--- src/design/lpm_pkg.sv ---
// Purpose: constants and types shared by the low-power mode controller
// Assumes: 100 MHz system clock, two cores, four wake pins
// Notes: register map is word aligned on an AXI4-Lite slave
//
// Overview of operation
// - any reset enters reset state, starts main oscillator, then goes active
// - external reset pin forces reset state from every power mode
// - all cores waiting without deep select enters sleep, core clocks gated
// - sleep-on-exit core re-sleeps on leaving its handler
// - wake-on-pending core wakes on any pending interrupt, enabled or not
// - deep request while not ready sleeps first, deepens once ready
// - connected debugger holds a deep request in sleep until disconnect
// - deep sleep stops fast clocks, freezes io, retains, swaps regulators
// - freeze and hibernate bits act only with unlock key 0x3a
// - hibernate wake uses pin polarity, pin mask and alarm mask fields
// - freeze bit freezes io; hibernate bit plus wait on all cores hibernates
// - hibernate stops all clocks, retains, powers regulators down, freezes io
// - enabled interrupt in sleep returns to active
// - enabled interrupt in deep sleep restores active configuration
// - debug wake from deep sleep restores clocks but cores stay asleep
// - hibernate wake ramps regulators, resets logic, starts oscillator, runs
// - deep sleep keeps slow clock and low-power wake sources alive
// - rtc alarm wakes the device from sleep and deep sleep, and from hibernate only with the alarm mask bit set
package lpm_pkg;
	// timing
	localparam int CLK_PERIOD_NS = 10;
	localparam int RESET_SEQ_NS = 1000;
	localparam int RAMP_NS = 2000;
	localparam logic [7:0] RESET_CYCLES = 8'((RESET_SEQ_NS + CLK_PERIOD_NS - 1) / CLK_PERIOD_NS);
	localparam logic [7:0] RAMP_CYCLES = 8'((RAMP_NS + CLK_PERIOD_NS - 1) / CLK_PERIOD_NS);
	// sizes
	localparam int NUM_CORES = 2;
	localparam int NUM_WAKE_PINS = 4;
	localparam int ADDR_W = 8;
	// register byte addresses
	localparam logic [7:0] PWR_CTRL_ADDR = 8'h00;
	localparam logic [7:0] HIB_CTRL_ADDR = 8'h04;
	localparam logic [7:0] HIB_SCRATCH_ADDR = 8'h08;
	// power_control fields
	localparam int MODE_LSB = 0;
	localparam int LP_READY_BIT = 5;
	// hibernate_control fields
	localparam int TOKEN_LSB = 0;
	localparam int UNLOCK_LSB = 8;
	localparam int FREEZE_BIT = 17;
	localparam int ALARM_MASK_BIT = 18;
	localparam int POL_LSB = 20;
	localparam int PIN_MASK_LSB = 24;
	localparam int HIB_BIT = 31;
	localparam logic [7:0] UNLOCK_KEY = 8'h3a;
	localparam logic [31:0] HIB_CTRL_WMASK = 32'h8ff6_ffff;
	// reset values
	localparam logic [31:0] HIB_CTRL_RESET = 32'h0000_0000;
	localparam logic [31:0] SCRATCH_RESET = 32'h0000_0000;
	// bus responses
	localparam logic [1:0] RESP_OKAY = 2'h0;
	localparam logic [1:0] RESP_SLVERR = 2'h2;
	typedef enum logic [2:0] {
		M_RESET = 3'h1,
		M_ACTIVE = 3'h2,
		M_SLEEP = 3'h3,
		M_DEEP = 3'h4,
		M_HIB = 3'h5,
		M_HIB_WAKE = 3'h6
	} pmode_t;
endpackage

--- src/design/hib_wake_if.sv ---
`timescale 1ns/100ps
// Purpose: carries hibernate wake inputs and configuration to the evaluator
// Assumes: one system clock
// Notes: listen is high only while the controller sits in hibernate
interface hib_wake_if;
	logic [3:0] pins;
	logic [3:0] polarity;
	logic [3:0] mask;
	logic alarm;
	logic alarm_mask;
	logic listen;
	logic wake;
	modport ctrl(output pins, output polarity, output mask, output alarm, output alarm_mask, output listen,
		input wake);
	modport eval(input pins, input polarity, input mask, input alarm, input alarm_mask, input listen,
		output wake);
endinterface

--- src/design/hib_wake_eval.sv ---
`timescale 1ns/100ps
// Purpose: decides a hibernate wake from pins and rtc alarm
// Assumes: pins already synchronous to the clock
// Notes: wake is registered, so the controller reacts one cycle later
module hib_wake_eval (
	// clock and reset
	input wire logic clk_i,
	input wire logic rst_n_i,
	// wake sources and configuration
	hib_wake_if.eval wk
);
	typedef struct packed {
		logic wake;
	} ev_t;
	ev_t st_q;
	ev_t st_d;
	logic pin_hit;
	assign pin_hit = |(~(wk.pins ^ wk.polarity) & wk.mask);
	always_comb begin
		st_d = st_q;
		st_d.wake = wk.listen & (pin_hit | (wk.alarm & wk.alarm_mask));
	end
	always_ff @(posedge clk_i) begin
		if (!rst_n_i) begin
			st_q <= '0;
		end else begin
			st_q <= st_d;
		end
	end
	assign wk.wake = st_q.wake;
	a_pin_wake_map: assert property (@(posedge clk_i) disable iff (!rst_n_i)
		(wk.listen && (|(~(wk.pins ^ wk.polarity) & wk.mask))) |=> wk.wake) else $error("masked pin wake missed");
endmodule // hib_wake_eval

--- src/design/lpm_ctrl.sv ---
`timescale 1ns/100ps
// Purpose: power mode sequencer with AXI4-Lite register slave
// Assumes: core strobes and interrupt levels synchronous to CLK_I
// Notes: core system-control bits arrive as levels from the cores themselves
module lpm_ctrl (
	// clock and power-on reset
	input wire logic CLK_I,
	input wire logic RST_N_I,
	// AXI4-Lite write address and data
	input wire logic [7:0] S_AXI_AWADDR_I,
	input wire logic S_AXI_AWVALID_I,
	output logic S_AXI_AWREADY_O,
	input wire logic [31:0] S_AXI_WDATA_I,
	input wire logic [3:0] S_AXI_WSTRB_I,
	input wire logic S_AXI_WVALID_I,
	output logic S_AXI_WREADY_O,
	// AXI4-Lite write response
	output logic [1:0] S_AXI_BRESP_O,
	output logic S_AXI_BVALID_O,
	input wire logic S_AXI_BREADY_I,
	// AXI4-Lite read
	input wire logic [7:0] S_AXI_ARADDR_I,
	input wire logic S_AXI_ARVALID_I,
	output logic S_AXI_ARREADY_O,
	output logic [31:0] S_AXI_RDATA_O,
	output logic [1:0] S_AXI_RRESP_O,
	output logic S_AXI_RVALID_O,
	input wire logic S_AXI_RREADY_I,
	// core requests
	input wire logic [1:0] CORE_DEEP_SLEEP_SELECT_I,
	input wire logic [1:0] CORE_SLEEP_ON_ISR_EXIT_I,
	input wire logic [1:0] CORE_WAKE_ON_PENDING_I,
	input wire logic [1:0] CORE_WAIT_I,
	input wire logic [1:0] CORE_ISR_EXIT_I,
	input wire logic [1:0] IRQ_ENABLED_I,
	input wire logic [1:0] IRQ_PENDING_I,
	// resets, debug, wake sources
	input wire logic EXT_RESET_N_I,
	input wire logic INT_RESET_I,
	input wire logic LOW_POWER_READY_I,
	input wire logic DEBUG_CONNECTED_I,
	input wire logic DEBUG_WAKE_I,
	input wire logic [3:0] WAKE_PIN_I,
	input wire logic RTC_ALARM_I,
	// power controls
	output logic [1:0] CORE_CLK_EN_O,
	output logic HF_CLK_EN_O,
	output logic LF_CLK_EN_O,
	output logic MAIN_OSC_EN_O,
	output logic IO_FREEZE_O,
	output logic RETENTION_EN_O,
	output logic NONRET_RESET_O,
	output logic ACTIVE_REG_EN_O,
	output logic DEEP_REG_EN_O,
	output logic SYS_RESET_O,
	output logic [2:0] POWER_MODE_O
);
	typedef struct packed {
		lpm_pkg::pmode_t mode;
		logic [7:0] cnt;
		logic [1:0] core_sleep;
		logic ds_pend;
		logic [31:0] hib_ctl;
		logic [31:0] scratch;
		logic aw_have;
		logic [7:0] aw_addr;
		logic w_have;
		logic [31:0] w_data;
		logic [3:0] w_strb;
		logic bvalid;
		logic [1:0] bresp;
		logic rvalid;
		logic [31:0] rdata;
		logic [1:0] rresp;
	} ctl_t;
	ctl_t st_q;
	ctl_t st_d;
	logic [1:0] wake_v;
	logic quiet;
	logic unlocked;
	logic all_asleep;
	logic want_deep;
	logic deep_ok;
	hib_wake_if wk();

	function automatic logic [31:0] apply_strb(input logic [31:0] old, input logic [31:0] nw, input logic [3:0] strb);
		logic [31:0] r;
		r = old;
		for (int b = 0; b < 4; b++) begin
			if (strb[b]) begin
				r[b*8 +: 8] = nw[b*8 +: 8];
			end
		end
		return r;
	endfunction

	function automatic logic [7:0] word_addr(input logic [7:0] a);
		return {a[7:2], 2'h0};
	endfunction

	assign unlocked = st_q.hib_ctl[lpm_pkg::UNLOCK_LSB +: 8] == lpm_pkg::UNLOCK_KEY;
	assign quiet = EXT_RESET_N_I && !INT_RESET_I;
	assign wake_v = IRQ_ENABLED_I | (CORE_WAKE_ON_PENDING_I & IRQ_PENDING_I) | {1'b0, RTC_ALARM_I};
	assign all_asleep = &st_q.core_sleep;
	assign want_deep = &CORE_DEEP_SLEEP_SELECT_I;
	// debugger and ready both gate deep entry
	assign deep_ok = LOW_POWER_READY_I && !DEBUG_CONNECTED_I;

	// hibernate wake evaluator
	assign wk.pins = WAKE_PIN_I;
	assign wk.polarity = st_q.hib_ctl[lpm_pkg::POL_LSB +: 4];
	assign wk.mask = st_q.hib_ctl[lpm_pkg::PIN_MASK_LSB +: 4];
	assign wk.alarm = RTC_ALARM_I;
	assign wk.alarm_mask = st_q.hib_ctl[lpm_pkg::ALARM_MASK_BIT];
	assign wk.listen = st_q.mode == lpm_pkg::M_HIB;
	hib_wake_eval u_wake (
		.clk_i(CLK_I),
		.rst_n_i(RST_N_I),
		.wk(wk)
	);

	always_comb begin
		st_d = st_q;
		// bus: take address and data independently
		if (S_AXI_AWVALID_I && !st_q.aw_have) begin
			st_d.aw_have = 1'b1;
			st_d.aw_addr = S_AXI_AWADDR_I;
		end
		if (S_AXI_WVALID_I && !st_q.w_have) begin
			st_d.w_have = 1'b1;
			st_d.w_data = S_AXI_WDATA_I;
			st_d.w_strb = S_AXI_WSTRB_I;
		end
		if (st_q.bvalid && S_AXI_BREADY_I) begin
			st_d.bvalid = 1'b0;
		end
		if (st_q.aw_have && st_q.w_have && !st_q.bvalid) begin
			st_d.aw_have = 1'b0;
			st_d.w_have = 1'b0;
			st_d.bvalid = 1'b1;
			st_d.bresp = lpm_pkg::RESP_OKAY;
			case (word_addr(st_q.aw_addr))
				lpm_pkg::PWR_CTRL_ADDR: begin
					// read-only status, write ignored
				end
				lpm_pkg::HIB_CTRL_ADDR: begin
					st_d.hib_ctl = apply_strb(st_q.hib_ctl, st_q.w_data, st_q.w_strb) & lpm_pkg::HIB_CTRL_WMASK;
				end
				lpm_pkg::HIB_SCRATCH_ADDR: begin
					st_d.scratch = apply_strb(st_q.scratch, st_q.w_data, st_q.w_strb);
				end
				default: begin
					st_d.bresp = lpm_pkg::RESP_SLVERR;
				end
			endcase
		end
		if (st_q.rvalid && S_AXI_RREADY_I) begin
			st_d.rvalid = 1'b0;
		end
		if (S_AXI_ARVALID_I && !st_q.rvalid) begin
			st_d.rvalid = 1'b1;
			st_d.rresp = lpm_pkg::RESP_OKAY;
			case (word_addr(S_AXI_ARADDR_I))
				lpm_pkg::PWR_CTRL_ADDR: begin
					st_d.rdata = {26'h0, LOW_POWER_READY_I, 2'h0, st_q.mode};
				end
				lpm_pkg::HIB_CTRL_ADDR: begin
					st_d.rdata = st_q.hib_ctl;
				end
				lpm_pkg::HIB_SCRATCH_ADDR: begin
					st_d.rdata = st_q.scratch;
				end
				default: begin
					st_d.rdata = 32'h0000_0000;
					st_d.rresp = lpm_pkg::RESP_SLVERR;
				end
			endcase
		end
		// per-core sleep tracking
		if (st_q.mode == lpm_pkg::M_ACTIVE || st_q.mode == lpm_pkg::M_SLEEP || st_q.mode == lpm_pkg::M_DEEP) begin
			st_d.core_sleep = (st_q.core_sleep & ~wake_v) | CORE_WAIT_I | (CORE_ISR_EXIT_I & CORE_SLEEP_ON_ISR_EXIT_I);
		end
		case (st_q.mode)
			lpm_pkg::M_RESET: begin
				st_d.core_sleep = 2'h0;
				st_d.cnt = st_q.cnt - 8'h01;
				if (st_q.cnt <= 8'h01) begin
					st_d.mode = lpm_pkg::M_ACTIVE;
				end
			end
			lpm_pkg::M_ACTIVE: begin
				if (all_asleep && !(|wake_v)) begin
					if (st_q.hib_ctl[lpm_pkg::HIB_BIT] && unlocked) begin
						st_d.mode = lpm_pkg::M_HIB;
					end else if (want_deep && deep_ok) begin
						st_d.mode = lpm_pkg::M_DEEP;
					end else begin
						st_d.mode = lpm_pkg::M_SLEEP;
						st_d.ds_pend = want_deep;
					end
				end
			end
			lpm_pkg::M_SLEEP: begin
				if (|wake_v) begin
					st_d.mode = lpm_pkg::M_ACTIVE;
					st_d.ds_pend = 1'b0;
				end else if (st_q.ds_pend && deep_ok) begin
					st_d.mode = lpm_pkg::M_DEEP;
				end
			end
			lpm_pkg::M_DEEP: begin
				if (|wake_v) begin
					st_d.mode = lpm_pkg::M_ACTIVE;
					st_d.ds_pend = 1'b0;
				end else if (DEBUG_WAKE_I) begin
					st_d.mode = lpm_pkg::M_SLEEP;
				end
			end
			lpm_pkg::M_HIB: begin
				if (wk.wake) begin
					st_d.mode = lpm_pkg::M_HIB_WAKE;
					st_d.cnt = lpm_pkg::RAMP_CYCLES;
					st_d.hib_ctl[lpm_pkg::HIB_BIT] = 1'b0;
				end
			end
			lpm_pkg::M_HIB_WAKE: begin
				st_d.cnt = st_q.cnt - 8'h01;
				if (st_q.cnt <= 8'h01) begin
					st_d.mode = lpm_pkg::M_RESET;
					st_d.cnt = lpm_pkg::RESET_CYCLES;
				end
			end
			default: begin
				st_d.mode = lpm_pkg::M_RESET;
				st_d.cnt = lpm_pkg::RESET_CYCLES;
			end
		endcase
		// external or internal reset overrides every mode
		if (!quiet) begin
			st_d.mode = lpm_pkg::M_RESET;
			st_d.cnt = lpm_pkg::RESET_CYCLES;
			st_d.core_sleep = 2'h0;
			st_d.ds_pend = 1'b0;
		end
	end

	// token and scratch cleared only by power-on reset
	always_ff @(posedge CLK_I) begin
		if (!RST_N_I) begin
			st_q <= '0;
			st_q.mode <= lpm_pkg::M_RESET;
			st_q.cnt <= lpm_pkg::RESET_CYCLES;
			st_q.hib_ctl <= lpm_pkg::HIB_CTRL_RESET;
			st_q.scratch <= lpm_pkg::SCRATCH_RESET;
		end else begin
			st_q <= st_d;
		end
	end

	assign S_AXI_AWREADY_O = !st_q.aw_have;
	assign S_AXI_WREADY_O = !st_q.w_have;
	assign S_AXI_BVALID_O = st_q.bvalid;
	assign S_AXI_BRESP_O = st_q.bresp;
	assign S_AXI_ARREADY_O = !st_q.rvalid;
	assign S_AXI_RVALID_O = st_q.rvalid;
	assign S_AXI_RDATA_O = st_q.rdata;
	assign S_AXI_RRESP_O = st_q.rresp;

	// core clocks run only in active for awake cores
	assign CORE_CLK_EN_O = (st_q.mode == lpm_pkg::M_ACTIVE) ? ~st_q.core_sleep : 2'h0;
	assign HF_CLK_EN_O = st_q.mode == lpm_pkg::M_RESET || st_q.mode == lpm_pkg::M_ACTIVE
		|| st_q.mode == lpm_pkg::M_SLEEP;
	// slow clock stops only in hibernate and its ramp
	assign LF_CLK_EN_O = !(st_q.mode == lpm_pkg::M_HIB || st_q.mode == lpm_pkg::M_HIB_WAKE);
	assign MAIN_OSC_EN_O = HF_CLK_EN_O;
	// freeze bit takes effect when unlocked
	assign IO_FREEZE_O = (st_q.hib_ctl[lpm_pkg::FREEZE_BIT] && unlocked) || st_q.mode == lpm_pkg::M_DEEP
		|| st_q.mode == lpm_pkg::M_HIB || st_q.mode == lpm_pkg::M_HIB_WAKE;
	assign RETENTION_EN_O = st_q.mode == lpm_pkg::M_DEEP || st_q.mode == lpm_pkg::M_HIB;
	assign NONRET_RESET_O = !(st_q.mode == lpm_pkg::M_ACTIVE || st_q.mode == lpm_pkg::M_SLEEP);
	assign ACTIVE_REG_EN_O = st_q.mode == lpm_pkg::M_RESET || st_q.mode == lpm_pkg::M_ACTIVE
		|| st_q.mode == lpm_pkg::M_SLEEP || st_q.mode == lpm_pkg::M_HIB_WAKE;
	assign DEEP_REG_EN_O = st_q.mode == lpm_pkg::M_DEEP || st_q.mode == lpm_pkg::M_HIB_WAKE;
	assign SYS_RESET_O = st_q.mode == lpm_pkg::M_RESET || st_q.mode == lpm_pkg::M_HIB_WAKE;
	assign POWER_MODE_O = st_q.mode;

	a_reset_to_active: assert property (@(posedge CLK_I) disable iff (!RST_N_I)
		(st_q.mode == lpm_pkg::M_RESET && st_q.cnt == 8'h01 && quiet) |=> (st_q.mode == lpm_pkg::M_ACTIVE
		&& !SYS_RESET_O && MAIN_OSC_EN_O)) else $error("reset sequence did not reach active");
	a_ext_reset_forces: assert property (@(posedge CLK_I) disable iff (!RST_N_I)
		!EXT_RESET_N_I |=> (st_q.mode == lpm_pkg::M_RESET && SYS_RESET_O)) else $error("external reset ignored");
	a_sleep_entry_gate: assert property (@(posedge CLK_I) disable iff (!RST_N_I)
		(st_q.mode == lpm_pkg::M_ACTIVE && all_asleep && !(|wake_v) && quiet && !want_deep
		&& !(st_q.hib_ctl[lpm_pkg::HIB_BIT] && unlocked)) |=> (st_q.mode == lpm_pkg::M_SLEEP
		&& CORE_CLK_EN_O == 2'h0)) else $error("sleep entry missed");
	a_pending_wakes: assert property (@(posedge CLK_I) disable iff (!RST_N_I)
		(st_q.mode == lpm_pkg::M_SLEEP && CORE_WAKE_ON_PENDING_I[0] && IRQ_PENDING_I[0] && quiet
		&& !CORE_WAIT_I[0] && !CORE_ISR_EXIT_I[0])
		|=> (st_q.mode == lpm_pkg::M_ACTIVE && CORE_CLK_EN_O[0])) else $error("pending did not wake core");
	a_exit_resleeps: assert property (@(posedge CLK_I) disable iff (!RST_N_I)
		(st_q.mode == lpm_pkg::M_ACTIVE && CORE_ISR_EXIT_I[0] && CORE_SLEEP_ON_ISR_EXIT_I[0] && quiet)
		|=> !CORE_CLK_EN_O[0]) else $error("core resumed after handler exit");
	a_deep_needs_ready: assert property (@(posedge CLK_I) disable iff (!RST_N_I)
		(st_q.mode != lpm_pkg::M_DEEP && (!LOW_POWER_READY_I || DEBUG_CONNECTED_I)) |=> st_q.mode != lpm_pkg::M_DEEP)
		else $error("deep sleep entered while not allowed");
	a_parked_deepens: assert property (@(posedge CLK_I) disable iff (!RST_N_I)
		(st_q.mode == lpm_pkg::M_SLEEP && st_q.ds_pend && deep_ok && !(|wake_v) && quiet)
		|=> st_q.mode == lpm_pkg::M_DEEP) else $error("parked deep request did not complete");
	a_deep_controls: assert property (@(posedge CLK_I) disable iff (!RST_N_I)
		st_q.mode == lpm_pkg::M_DEEP |-> (!HF_CLK_EN_O && LF_CLK_EN_O && IO_FREEZE_O && RETENTION_EN_O
		&& NONRET_RESET_O && DEEP_REG_EN_O && !ACTIVE_REG_EN_O)) else $error("deep sleep controls wrong");
	a_freeze_key: assert property (@(posedge CLK_I) disable iff (!RST_N_I)
		(st_q.mode == lpm_pkg::M_ACTIVE && IO_FREEZE_O) |-> unlocked) else $error("freeze without unlock key");
	a_hib_controls: assert property (@(posedge CLK_I) disable iff (!RST_N_I)
		st_q.mode == lpm_pkg::M_HIB |-> (!HF_CLK_EN_O && !LF_CLK_EN_O && RETENTION_EN_O && IO_FREEZE_O
		&& !ACTIVE_REG_EN_O && !DEEP_REG_EN_O)) else $error("hibernate controls wrong");
	a_deep_irq_wake: assert property (@(posedge CLK_I) disable iff (!RST_N_I)
		(st_q.mode == lpm_pkg::M_DEEP && IRQ_ENABLED_I[0] && quiet) |=> (st_q.mode == lpm_pkg::M_ACTIVE
		&& HF_CLK_EN_O && !RETENTION_EN_O && (!IO_FREEZE_O || unlocked))) else $error("deep wake not restored");
	a_debug_wake: assert property (@(posedge CLK_I) disable iff (!RST_N_I)
		(st_q.mode == lpm_pkg::M_DEEP && DEBUG_WAKE_I && !(|wake_v) && quiet) |=> (st_q.mode == lpm_pkg::M_SLEEP
		&& HF_CLK_EN_O && !RETENTION_EN_O && CORE_CLK_EN_O == 2'h0)) else $error("debug wake wrong");
	a_hib_wake_path: assert property (@(posedge CLK_I) disable iff (!RST_N_I)
		(st_q.mode == lpm_pkg::M_HIB && wk.wake && quiet) |=> (st_q.mode == lpm_pkg::M_HIB_WAKE && SYS_RESET_O
		&& ACTIVE_REG_EN_O && !MAIN_OSC_EN_O)) else $error("hibernate wake skipped reset");
	a_mode_visible: assert property (@(posedge CLK_I) disable iff (!RST_N_I)
		(st_q.mode == lpm_pkg::M_SLEEP) |-> (POWER_MODE_O == 3'h3 && !SYS_RESET_O)) else $error("mode output wrong");
endmodule // lpm_ctrl

--- config.mk ---
export PLATFORM = sky130hd
export DESIGN_NAME = lpm_ctrl
export DESIGN_NICKNAME = d
export VERILOG_FILES = /design/src/design/lpm_pkg.sv /design/src/design/hib_wake_if.sv /design/src/design/hib_wake_eval.sv /design/src/design/lpm_ctrl.sv
export SDC_FILE = /design/constraint.sdc
export NUM_CORES = 1
export LEC_CHECK = 0
export ABC_AREA = 1
export BUFFER_PORTS_ARGS = -buffer_cell sky130_fd_sc_hd__buf_2
export CORE_MARGIN = 2
export CORE_UTILIZATION = 30
export DETAILED_ROUTE_END_ITERATION = 8
export HOLD_SLACK_MARGIN = 0.12
export PLACE_DENSITY = 0.58
export SLEW_MARGIN = 40
export SYNTH_ARGS = -nofsm -noshare
export SYNTH_HDL_FRONTEND = slang
export SYNTH_HIERARCHICAL = 1
export SYNTH_SLANG_ARGS = --single-unit
export TNS_END_PERCENT = 100
--- constraint.sdc ---
create_clock -name CLK_I -period 2.1 [get_ports CLK_I]
set_input_delay 0.21 -clock CLK_I [delete_from_list [all_inputs] [get_ports CLK_I]]
set_output_delay 0.21 -clock CLK_I [all_outputs]
set_load 0.05 [all_outputs]
==> flow_summary.toml <==
[die]
chipHeight_um = 154.3
core_area_um2 = 22030
initial_utilization = 0.3075
fp-row-count = 54
io_pins = 138
die-area_um2 = 23800
die_width_um = 154.3

[pwr]
share_comb_of_total_power = 0.084
p_seq_frac = 0.449
power_switching_mw = 1.589
total_power_mw = 6.818
power.internal_mw = 5.229
proportion_of_total_power_due_to_net_switching = 0.2330
power_density_nw_per_um2 = 795.1
max-vdd-ir-drop_v = 0.0004871
pwr-share-clk = 0.467
cell_leakage_power_nw = 3.657

[place]
gp_routability_congestion = 0.8156
place_area_um2 = 7413
placement.io_buffers = 131
placed_cells = 1285
dp_hpwl_mm = 12.64
dpl_worst_slack_ns = 0.3265

[clock_network]
buffer_count_from_post_cts_setup_fixing = 0
clk_root_buffer_cell = "clkbuf_16"
cts.sink_count = 154
clock_tree_from_tritoncts = "yes"
clk_slew_on_worst_s_h_paths_ns = 0.06
worstSkewPairLatency_ns = 0.42
max-clock-path-buffers = 2
htree_num_levels = 4
cts-buffers-inserted = 17

[synthesis]
syn_area_per_cell_um2 = 7.191
post_synth_instance_area_um2 = 6774
synth.distinct_cells = 38
synth-main-ff-cell = "dfxtp_1"
postSynthCellCount = 942
number_of_enable_flip_flop_cells_after_synthesis = 0
ys_async_sr_fraction = 0
post-synth-top-area-fraction = 0.4551
post_synth_most_frequent_cells = "dfxtp_1 (154), nand2_1 (152), nor2_1 (138)"
ys_ff_latch = 154
synth.most_common_cell = "dfxtp_1"
synth_sequential_area_ratio = 0.4551
synth_top_area_cell = "dfxtp_1"
yosysWarningCount = 6
synth.area.top_cells = "dfxtp_1 (46%), nand2_1 (8.4%), o21ai_0 (8.1%)"

[worst_setup_path]
crit_type = "in -> reg"
reg2reg_depth = 8
worstPathArrival_ns = 2.29
kind_of_end_point_of_the_critical_path = "flop"
reg_to_reg_critical_path_startpoint = "POWER_MODE_O[1]"
r2r_end = "st_q[149]"
worstPathMaxFanout = 5
cp_data_required_time_ns = 2.46
regToRegSetupSlack_ns = 0.21
startpoint_type = "input pin"

[finish]
register_area_um2 = 3084
n_fill_cell = 2291
nNetsFinal = 1163
layout.cell_area.non_filler_um2 = 8574
synthesis_to_layout_area_growth_pct = 26.58
final-instance-count-excl-fill = 1370
multi_input_gate_area_um2 = 2821
post_route_cells_drive_above_1_share = 0.1890
diodes = 0

[timing]
drv_slew = 0
rsz0062_at_grt = "false"
actual_transition_at_the_worst_max_transition_pin_ns = 0.5195
final.setup.worst_slack_ns = 0.1755
finClkSkew_ns = 0.009879
final_hold_viol_count = 0
max_clock_freq_ghz = 0.5196
setup-tns-final_ns = 0
setup_violations = 0
finalCritPeriodShare = 0.9164
min_period_ns = 1.924
slew_headroom = 0.6528

[routing]
num_vias = 6275
drc = 0
detail_route.wirelength_mm = 18.59
routed_length_per_instance_um = 13.57
detail_route.vias_per_cell = 4.580
number_of_drc_violations_after_detailed_routing_iteration_0 = 394
drt_first_pass_iters = 5
final_antenna_net_count = 0

[run_status]
run_status = "finished clean"

[global_route]
grt_overflow_total = 0
grtUsageTotal = 0.1574
grt_first_pass_wirelength_mm = 29.68
number_of_antenna_violations_at_the_first_check_in_global_routing = 0
grt_max_degree = 111
number_of_global_route_vias_before_repair = 5812

[hold_path]
tightest_hold_check_type = "in -> reg"
hold-path-cell-count = 4
whs_endpoint = "POWER_MODE_O[0]"
startpoint_of_the_worst_hold_path = "EXT_RESET_N_I"

[flow_run]
maxCapViolCount = 0
-- worst max path at each step --
stage	from	endpoint	slack, ns	cells after the start
6_report	INT_RESET_I	st_q[149]	0.18	8
5_1_grt	INT_RESET_I	st_q[149]	0.04	8
4_1_cts	POWER_MODE_O[2]	LF_CLK_EN_O	0.10	6
3_5_place_dp	S_AXI_ARADDR_I[7]	S_AXI_RDATA_O[12]	0.33	7
3_3_place_gp	S_AXI_ARADDR_I[7]	S_AXI_RDATA_O[12]	0.36	7
2_1_floorplan	POWER_MODE_O[2]	MAIN_OSC_EN_O	0.20	4
-- cell type report --
| class | count | area share |
|---|---|---|
| clock buffer | 26 | 0.06289 |
| timing repair buffer | 197 | 0.1515 |
| multi-input combinational | 602 | 0.3291 |
| inverter | 106 | 0.04669 |
| tap | 280 | 0.04086 |
| sequential | 154 | 0.3597 |
| clock inverter | 5 | 0.009339 |
-- power by group through the flow --
stage	logic [mW]	clock network, mW	registers, mW
after CTS	0.577	3.25	3.06
after global placement	0.497	0	3.12
after detailed placement	0.501	0	3.12
final	0.573	3.18	3.06
after global routing	0.641	3.37	3.07
after floorplan	0.324	0	3.11
-- metal layers --
layer  global-route usage  part of all wire  wire length (µm)  vias to the layer above
met5                    0                 0                 0                        -
met4              0.05203             0.016               290                        0
met3              0.03138             0.042               789                       20
met2               0.2637              0.46              8594                      153
met1               0.2038              0.48              8915                     2832
li1                     -                 -                 -                     3270
-- state kept, by name (all words and copies together) (netlist names) --
register	flops
S_AXI_RRESP_O	1
S_AXI_RDATA_O	32
S_AXI_BVALID_O	1
st_q	114
u_wake/wk.wake	1
S_AXI_RVALID_O	1
S_AXI_BRESP_O	1
POWER_MODE_O	3
-- stage by stage --
step | hold slack (ns) | util
6_report | 0.1359 | 0.3893
5_1_grt | 0.1549 | 0.3893
4_1_cts | 0.1210 | 0.3892
3_5_place_dp | 0.4360 | 0.3366
3_3_place_gp | 0.4345 | 0.3366
2_1_floorplan | 0.3359 | -
-- critical path: stages --
cell and delay, ns:
dlygate4sd3_1 0.53, buf_2 0.12, nor3_2 0.43, nand2_1 0.12, inv_1 0.09, o21ai_1 0.06
a31oi_1 0.16, dlygate4sd3_1 0.58
-- logic make-up after synthesis --
logic type,share of synthesized area
other,0.0005536
buffers and inverters,0.1293
XOR/XNOR,0.002586
adder cells (fa/ha/maj),0.003694
AO/OA/AOI/OAI,0.1878
flip-flops,0.4551
AND/OR/NAND/NOR,0.2209
-- placed cells by master, fill, tap and decap left out, types with 2 or more instances in the layout --
cell	netlist	routed
dfxtp_1	154	153
nand2_1	152	152
nor2_1	138	137
buf_2	14	131
o21ai_0	110	110
a21oi_1	100	100
inv_1	98	98
dlygate4sd3_1	0	54
nand3_1	29	29
o22ai_1	23	23
clkbuf_16	0	17
buf_4	41	11
clkbuf_8	0	8
inv_2	7	7
nor2_2	6	7
nand4_1	6	6
o21ai_1	5	5
nand2_2	4	4
nand2_4	3	3
nand3_2	3	3
nor2_4	2	2
nor3_1	2	2
a31oi_1	2	2
ha_1	2	2
conb_1	1	2
bufinv_16	0	2
clkinvlp_4	0	2
-- what timing repair did --
action                                  in CTS  in global routing
hold buffers                                54                  0
endpoints found under the hold margin       50                  0
gates resized for setup                      0                  1
endpoints found under the setup margin       0                  1
Power figures use the tool's default switching activity.
